--- src/eoc_regs.vh ---
// constants for the external oscillator control block
`ifndef EOC_REGS_VH
`define EOC_REGS_VH

// ============================================================
// register map
`define EOC_CTRL_INDEX 12'h09F
`define EOC_STAT_INDEX 12'h0A0
`define EOC_CTRL_RESET 8'h00

// ============================================================
// control field layout
`define EOC_VALID_BIT 7
`define EOC_MODE_HI 6
`define EOC_MODE_LO 4
`define EOC_DRIVE_HI 2
`define EOC_DRIVE_LO 0

// ============================================================
// mode codes
`define EOC_MODE_OFF 3'h0
`define EOC_MODE_EXT 2'h1
`define EOC_MODE_RC 3'h4
`define EOC_MODE_CAP 3'h5
`define EOC_MODE_XTAL 2'h3

// ============================================================
// band upper limits in khz, crystal column
`define EOC_XB0 16'h0020
`define EOC_XB1 16'h0054
`define EOC_XB2 16'h00E1
`define EOC_XB3 16'h024E
`define EOC_XB4 16'h05DC
`define EOC_XB5 16'h0FA0
`define EOC_XB6 16'h2710
`define EOC_XB7 16'h7530
// band upper limits in khz, rc column
`define EOC_RB0 16'h0019
`define EOC_RB1 16'h0032
`define EOC_RB2 16'h0064
`define EOC_RB3 16'h00C8
`define EOC_RB4 16'h0190
`define EOC_RB5 16'h0320
`define EOC_RB6 16'h0640
`define EOC_RB7 16'h0C80

// ============================================================
// timing
`define EOC_CLK_PERIOD_NS 5
`define EOC_SETTLE_NS 1000
`define EOC_SETTLE_CYCLES ((`EOC_SETTLE_NS + `EOC_CLK_PERIOD_NS - 1) / `EOC_CLK_PERIOD_NS)

// ============================================================
// bus answers
`define EOC_RESP_OKAY 2'h0
`define EOC_RESP_SLVERR 2'h2

`endif

--- src/eoc_ctrl.v ---
// external oscillator control: axi4-lite register file, mode decode, pins
`timescale 1ns/1ps
`include "eoc_regs.vh"

module eoc_ctrl #(
  parameter SETTLE_CYCLES = `EOC_SETTLE_CYCLES
) (
  // clock and reset
  input wire aclk,
  input wire aresetn,
  // axi4-lite write address
  input wire [11:0] s_axi_awaddr,
  input wire s_axi_awvalid,
  output reg s_axi_awready,
  // axi4-lite write data
  input wire [31:0] s_axi_wdata,
  input wire [3:0] s_axi_wstrb,
  input wire s_axi_wvalid,
  output reg s_axi_wready,
  // axi4-lite write response
  output reg [1:0] s_axi_bresp,
  output reg s_axi_bvalid,
  input wire s_axi_bready,
  // axi4-lite read address
  input wire [11:0] s_axi_araddr,
  input wire s_axi_arvalid,
  output reg s_axi_arready,
  // axi4-lite read data
  output reg [31:0] s_axi_rdata,
  output reg [1:0] s_axi_rresp,
  output reg s_axi_rvalid,
  input wire s_axi_rready,
  // analog front end
  input wire amp_ok,
  input wire osc_tick,
  output reg osc_enable_r,
  output reg crystal_sel_r,
  output reg rc_sel_r,
  output reg cap_sel_r,
  output reg ext_clk_sel_r,
  output reg div2_sel_r,
  output reg [2:0] ext_osc_drive_range_r,
  output reg [15:0] band_max_khz_r,
  // pin claims
  output reg port0_bit2_claim_r,
  output reg port0_bit3_claim_r,
  // clock out toward the system clock mux
  output reg ext_osc_tick_r,
  output reg crystal_valid_flag_r
);

  // ============================================================
  // decode helpers
  function [15:0] band_khz;
    input xtal;
    input rc;
    input [2:0] code;
    begin
      band_khz = 16'h0000;
      if (xtal) begin
        case (code)
          3'h0: band_khz = `EOC_XB0;
          3'h1: band_khz = `EOC_XB1;
          3'h2: band_khz = `EOC_XB2;
          3'h3: band_khz = `EOC_XB3;
          3'h4: band_khz = `EOC_XB4;
          3'h5: band_khz = `EOC_XB5;
          3'h6: band_khz = `EOC_XB6;
          default: band_khz = `EOC_XB7;
        endcase
      end else if (rc) begin
        case (code)
          3'h0: band_khz = `EOC_RB0;
          3'h1: band_khz = `EOC_RB1;
          3'h2: band_khz = `EOC_RB2;
          3'h3: band_khz = `EOC_RB3;
          3'h4: band_khz = `EOC_RB4;
          3'h5: band_khz = `EOC_RB5;
          3'h6: band_khz = `EOC_RB6;
          default: band_khz = `EOC_RB7;
        endcase
      end
    end
  endfunction

  function addr_is;
    input [11:0] addr;
    input [11:0] index;
    begin
      addr_is = (addr[11:2] == index[9:0]) && (addr[1:0] == 2'b00);
    end
  endfunction

  // ============================================================
  // control register
  reg [2:0] mode_r;
  reg [2:0] drive_r;
  localparam [7:0] CTRL_RST = `EOC_CTRL_RESET;
  wire is_xtal = (mode_r[2:1] == `EOC_MODE_XTAL);
  wire is_rc = (mode_r == `EOC_MODE_RC);
  wire is_cap = (mode_r == `EOC_MODE_CAP);
  wire is_ext = (mode_r[2:1] == `EOC_MODE_EXT);
  wire is_on = (mode_r != `EOC_MODE_OFF);
  wire is_div2 = (is_xtal || is_ext) && mode_r[0];
  wire settled;

  wire [7:0] ctrl_rd = {crystal_valid_flag_r, mode_r, 1'b0, drive_r};
  wire [31:0] stat_rd = {8'h00, port0_bit3_claim_r, port0_bit2_claim_r, div2_sel_r,
                         ext_clk_sel_r, cap_sel_r, rc_sel_r, crystal_sel_r,
                         osc_enable_r, band_max_khz_r};

  // ============================================================
  // write channel
  reg aw_held_r;
  reg w_held_r;
  reg [11:0] awaddr_r;
  reg [7:0] wdata_r;
  reg wstrb0_r;

  always @(posedge aclk) begin
    if (!aresetn) begin
      s_axi_awready <= 1'b1;
      s_axi_wready <= 1'b1;
      s_axi_bvalid <= 1'b0;
      s_axi_bresp <= `EOC_RESP_OKAY;
      aw_held_r <= 1'b0;
      w_held_r <= 1'b0;
      awaddr_r <= 12'h000;
      wdata_r <= 8'h00;
      wstrb0_r <= 1'b0;
      mode_r <= CTRL_RST[`EOC_MODE_HI:`EOC_MODE_LO];
      drive_r <= CTRL_RST[`EOC_DRIVE_HI:`EOC_DRIVE_LO];
    end else begin
      if (s_axi_awvalid && s_axi_awready) begin
        awaddr_r <= s_axi_awaddr;
        aw_held_r <= 1'b1;
        s_axi_awready <= 1'b0;
      end
      if (s_axi_wvalid && s_axi_wready) begin
        wdata_r <= s_axi_wdata[7:0];
        wstrb0_r <= s_axi_wstrb[0];
        w_held_r <= 1'b1;
        s_axi_wready <= 1'b0;
      end
      if (aw_held_r && w_held_r && !s_axi_bvalid) begin
        aw_held_r <= 1'b0;
        w_held_r <= 1'b0;
        s_axi_bvalid <= 1'b1;
        if (addr_is(awaddr_r, `EOC_CTRL_INDEX)) begin
          s_axi_bresp <= `EOC_RESP_OKAY;
          // the valid bit and bit 3 ignore writes
          if (wstrb0_r) begin
            mode_r <= wdata_r[`EOC_MODE_HI:`EOC_MODE_LO];
            drive_r <= wdata_r[`EOC_DRIVE_HI:`EOC_DRIVE_LO];
          end
        end else if (addr_is(awaddr_r, `EOC_STAT_INDEX)) begin
          s_axi_bresp <= `EOC_RESP_OKAY;
        end else begin
          s_axi_bresp <= `EOC_RESP_SLVERR;
        end
      end
      if (s_axi_bvalid && s_axi_bready) begin
        s_axi_bvalid <= 1'b0;
        s_axi_awready <= 1'b1;
        s_axi_wready <= 1'b1;
      end
    end
  end

  // ============================================================
  // read channel
  always @(posedge aclk) begin
    if (!aresetn) begin
      s_axi_arready <= 1'b1;
      s_axi_rvalid <= 1'b0;
      s_axi_rdata <= 32'h0000_0000;
      s_axi_rresp <= `EOC_RESP_OKAY;
    end else begin
      if (s_axi_arvalid && s_axi_arready) begin
        s_axi_arready <= 1'b0;
        s_axi_rvalid <= 1'b1;
        if (addr_is(s_axi_araddr, `EOC_CTRL_INDEX)) begin
          s_axi_rdata <= {24'h00_0000, ctrl_rd};
          s_axi_rresp <= `EOC_RESP_OKAY;
        end else if (addr_is(s_axi_araddr, `EOC_STAT_INDEX)) begin
          s_axi_rdata <= stat_rd;
          s_axi_rresp <= `EOC_RESP_OKAY;
        end else begin
          s_axi_rdata <= 32'h0000_0000;
          s_axi_rresp <= `EOC_RESP_SLVERR;
        end
      end
      if (s_axi_rvalid && s_axi_rready) begin
        s_axi_rvalid <= 1'b0;
        s_axi_arready <= 1'b1;
      end
    end
  end

  // ============================================================
  // crystal settle qualifier
  eoc_settle #(
    .SETTLE_CYCLES(SETTLE_CYCLES)
  ) u_settle (
    .aclk(aclk),
    .aresetn(aresetn),
    .crystal_en(is_xtal),
    .amp_ok(amp_ok),
    .valid_r(settled)
  );

  // ============================================================
  // front-end drive and pin claims
  // outputs lag the register by one cycle so every port comes from a flop
  reg half_r;

  always @(posedge aclk) begin
    if (!aresetn) begin
      osc_enable_r <= 1'b0;
      crystal_sel_r <= 1'b0;
      rc_sel_r <= 1'b0;
      cap_sel_r <= 1'b0;
      ext_clk_sel_r <= 1'b0;
      div2_sel_r <= 1'b0;
      ext_osc_drive_range_r <= 3'h0;
      band_max_khz_r <= 16'h0000;
      port0_bit2_claim_r <= 1'b0;
      port0_bit3_claim_r <= 1'b0;
      crystal_valid_flag_r <= 1'b0;
      ext_osc_tick_r <= 1'b0;
      half_r <= 1'b0;
    end else begin
      osc_enable_r <= is_on;
      crystal_sel_r <= is_xtal;
      rc_sel_r <= is_rc;
      cap_sel_r <= is_cap;
      ext_clk_sel_r <= is_ext;
      div2_sel_r <= is_div2;
      // lowering drive on a running crystal does not disturb the valid flag
      ext_osc_drive_range_r <= drive_r;
      band_max_khz_r <= band_khz(is_xtal, is_rc, drive_r);
      port0_bit2_claim_r <= is_xtal;
      port0_bit3_claim_r <= is_on;
      crystal_valid_flag_r <= settled && is_xtal;
      // divide-by-2 passes every second oscillator tick
      if (!is_on) begin
        half_r <= 1'b0;
        ext_osc_tick_r <= 1'b0;
      end else if (osc_tick) begin
        half_r <= ~half_r;
        ext_osc_tick_r <= is_div2 ? half_r : 1'b1;
      end else begin
        ext_osc_tick_r <= 1'b0;
      end
    end
  end

endmodule // eoc_ctrl

--- src/eoc_settle.v ---
// amplitude settle qualifier for the crystal valid flag
`timescale 1ns/1ps
`include "eoc_regs.vh"

module eoc_settle #(
  parameter SETTLE_CYCLES = `EOC_SETTLE_CYCLES,
  parameter CW = 16
) (
  // clock and reset
  input wire aclk,
  input wire aresetn,
  // qualifier
  input wire crystal_en,
  input wire amp_ok,
  output reg valid_r
);

  reg [CW-1:0] cnt_r;
  // the count is cut to the counter width on purpose
  localparam integer LAST_I = SETTLE_CYCLES - 1;
  localparam [CW-1:0] LAST = LAST_I[CW-1:0];

  // ============================================================
  // counter
  // any loss of amplitude restarts the wait, so a marginal crystal never reads valid
  always @(posedge aclk) begin
    if (!aresetn) begin
      cnt_r <= {CW{1'b0}};
      valid_r <= 1'b0;
    end else if (!crystal_en || !amp_ok) begin
      cnt_r <= {CW{1'b0}};
      valid_r <= 1'b0;
    end else if (cnt_r == LAST) begin
      valid_r <= 1'b1;
    end else begin
      cnt_r <= cnt_r + {{(CW-1){1'b0}}, 1'b1};
    end
  end

endmodule // eoc_settle

--- config.mk ---
export PLATFORM = sky130hd
export DESIGN_NAME = eoc_ctrl
export DESIGN_NICKNAME = d
export VERILOG_FILES = /design/src/eoc_ctrl.v /design/src/eoc_settle.v
export VERILOG_INCLUDE_DIRS = /design/src
export SDC_FILE = /design/constraint.sdc
export NUM_CORES = 1
export LEC_CHECK = 0
export BUFFER_PORTS_ARGS = -buffer_cell sky130_fd_sc_hd__clkbuf_2
export CAP_MARGIN = 20
export CORE_AREA = 2 2 114 105
export CTS_BUF_LIST = sky130_fd_sc_hd__clkbuf_16
export DETAILED_ROUTE_END_ITERATION = 8
export DIE_AREA = 0 0 116 107
export HOLD_SLACK_MARGIN = 0.15
export PLACE_DENSITY = 0.6
export SETUP_SLACK_MARGIN = 0.02
export SKIP_CTS_REPAIR_TIMING = 1
export SLEW_MARGIN = 10
export SYNTH_ARGS = -nofsm -noshare
export SYNTH_HDL_FRONTEND = slang
export SYNTH_SLANG_ARGS = --single-unit
--- constraint.sdc ---
create_clock -name aclk -period 3.95 [get_ports aclk]
set_clock_uncertainty 0.05 [all_clocks]
set_input_delay 0.1975 -clock aclk [delete_from_list [all_inputs] [get_ports aclk]]
set_output_delay 0.1975 -clock aclk [all_outputs]
set_load 0.1 [all_outputs]
==> results summary <==
The via count of the first global-routing pass is 2849. Once detail routing completed, the nets flagged for antenna violations numbered 0. The cell area that synthesis handed to floorplanning was around 3900 sq um. The library cell used as clock root buffer is clkbuf_16.

Counting flops with a built-in enable in the synthesized netlist gives 0. The DRC marker count from the first detailed-route iteration came out at 148. The unique cell type count in the Yosys netlist is 51. The flow ran to the end, and the final reports show no timing, DRC or antenna violations. The leakage power came out at 2.02 nW. The class of the tightest hold or removal check is in2reg. The latest clock arrival within the worst-skew pair is approximately 0.34 ns. The number of buffers added by the clock tree synthesis step came out at 9. Excluding fillers, the count of instances in the completed layout stands at approximately 700.

The fraction of layout instances using a drive strength above 1 came out at 22.7%. After detailed routing, the number of remaining DRC violations is 0. Timing would allow up to 0.507 GHz. In this run the standard cell core region covers ~11000 sq um. The sink count of the clock tree is between 90 and 100. The count of boundary I/O pins came out at 139. The horizontal die dimension is approximately 120 um. The sequential area share after synthesis is 50.4%. The arrival time reported for the critical path endpoint came out at 2.19 ns. The post-synthesis async set-or-reset flop share is 0%.

The critical path launch point type is a flip-flop. The number of H-tree branching levels is 3. STA classifies the critical path endpoint as a flip-flop. The design draws 0.00208 W. In the layout the commonest cells are 97 x dfxtp_1, 97 x clkbuf_2, 63 x nand2_1. Setup repair after global routing left no endpoint under its margin. The largest net degree at the start of global routing came out at 33. The routability-driven placement congestion ratio came out at 0.827. The post-route fraction of the period consumed by the critical path is 49.9%. After synthesis, the cell types taking the most area are dfxtp_1 50%, nand2_1 6.1%, a21oi_1 5.2%. TritonCTS built the clock tree.

The largest driver fanout on the critical path is 17. The critical path class is reg2reg. The average size of a mapped cell came out at about 8.8 sq um. The total wire length after detailed routing came out at between 8 and 9 mm. The fraction of synthesized cell area taken by the top area cell type is just over 50%. The number of antenna diodes in the final layout is 0.

The starting density of the core is 34.4%. Including well taps, the total number of placed cells is 658. Dividing the detail-routed wire length by the instance count gives 12.6 um. The count of final max-slew check failures came out at 0. The first-pass iteration count of the detailed router is 4. The total placed instance area is approximately 4300 sq um. The post-route setup TNS came out at 0 ns. Synthesis inferred 97 register bits. The tool flagged a number of max-cap violations equal to 0.

The global-route total usage across every layer came out at 14.1%. The total global routing overflow came out at 0. The floorplan die area is 12400 sq um. The initial antenna violation count was 0. In the synthesized netlist the dominant register cell turns out to be dfxtp_1. The number of port buffers came out at 97. The first global-routing pass estimated 13.8 mm of wire.

The ratio of routed vias to standard cells is 4.73. The site row count came out at 37. Across the VDD grid, the largest voltage drop is 219 uV. For the pin with the worst max-slew slack, the measured transition is 1.06 ns.

The fill cell total of the finished layout came out at 1132. The power density over the cells is around 430 nW/um^2. The clock passes through at most 2 buffers. The count of warnings emitted by yosys is 0. The number of nets in the final layout is slightly above 600. The post-layout minimum cycle time is 1.97 ns.

The number of failing setup endpoints in the final timing report came out at 0. The count of vias placed by the detailed router is 3306. The required time at the worst-slack endpoint came out at about 4.2 ns.

The finished cells cover 4880 sq um. Detailed placement finished with a half-perimeter wire length of a little over 6 mm. The clock transition at the registers of the reported paths came out at around 0.07 ns. The final hold violation count is 0. The area growth from synthesis to layout is 26.7%.

The biggest area contributor in the post-synthesis netlist is dfxtp_1. The tightest slew margin relative to the limit is 29.3%. In this run the vertical extent of the chip is between 100 and 150 um. Synthesis produced a netlist whose cell count is 436.
metrics by stage:
stage / util [%] / hold slack, ns / setup WS (ns)
after floorplan: - / 0.248 / 1.84
after global placement: 38.8 / 0.364 / 1.76
after detailed placement: 38.8 / 0.369 / 1.71
after CTS: 41.3 / -0.00469 / 1.94
after global routing: 43.6 / 0.160 / 1.76
final: 43.6 / 0.130 / 1.98
cell families (layout without fill, tap and decap cells):
logic type	after synthesis	count (layout)	share of synthesized area, %
xor+xnor	12	12	2.73
flops	97	97	50.4
buf+inv	56	152	7.40
mux	7	7	1.82
fa+ha+maj	1	1	0.325
simple gates	169	169	22.3
compound gates	93	93	14.9
other cells	1	12	0.0973
Yosys cell counts, drive strengths merged, types with 2 or more instances:
cell type / count
mux2i: 7
nand2b: 4
a22o: 13
and3: 5
xnor2: 9
a31oi: 4
inv: 13
a22oi: 7
and4b: 2
nand4: 4
or3b: 2
nand3b: 2
nor3b: 4
nor4: 9
o31ai: 3
a21oi: 40
nor2: 34
nand4b: 2
or4b: 2
dfxtp: 97
nor3: 8
buf: 20
clkbuf: 23
and2: 6
nand2: 63
or3: 3
nand3: 15
o21a: 2
o21ai: 17
xor2: 3
final timing paths:
| kind | start | end | slack, ns | cells after the start |
|---|---|---|---|---|
| worst max-delay path | mode_r[1] | u_settle.cnt_r[2] | 1.98 | 5 |
| worst min-delay path | s_axi_wvalid | s_axi_wready | 0.13 | 2 |
| worst max register to register | mode_r[1] | u_settle.cnt_r[2] | 1.98 | 5 |
| worst min register to register | awaddr_r[8] | awaddr_r[8] | 0.40 | 2 |
metal layers:
metal / up-vias / wire length [um] / global-route usage [%]
met2: 107 / 4100 / 22.1
li1: 1683 / - / -
met4: 0 / 101 / 5.02
met1: 1510 / 4110 / 18.4
met5: - / 0 / 0
met3: 6 / 495 / 4.18
critical path: stages (launching register included):
cell	delay, ns
dfxtp_1	0.55
and2_0	0.38
nand2_1	0.14
inv_1	0.16
nand2_1	0.35
nor3_1	0.26
sequential cells by signal, summed over array words and instances (netlist names), 3 cells and up:
register and count:
s_axi_rdata 20, u_settle.cnt_r 16, band_max_khz_r 14, awaddr_r 12, wdata_r 6, drive_r 3
ext_osc_drive_range_r 3, mode_r 3
report_power, final:
group | total [W] | switching (W) | leakage [nW] | internal (W)
Combinational | 0.000235 | 0.000178 | 1.09 | 0.0000576
Clock | 0.000827 | 0.000388 | 0.136 | 0.000439
Sequential | 0.00102 | 0.0000148 | 0.787 | 0.00100
Total | 0.00208 | 0.000581 | 2.02 | 0.00150
final cells by class:
type	instances	area, sq um	area share, %
well taps	156	195	4.00
inverters	13	48.8	1.00
repair buffers	123	743	15.2
flip-flops and latches	97	1940	39.8
clock inverters	7	60.1	1.23
clock buffers	9	225	4.61
multi-input cells	294	1670	34.1
(Power assumes the default switching activity.)
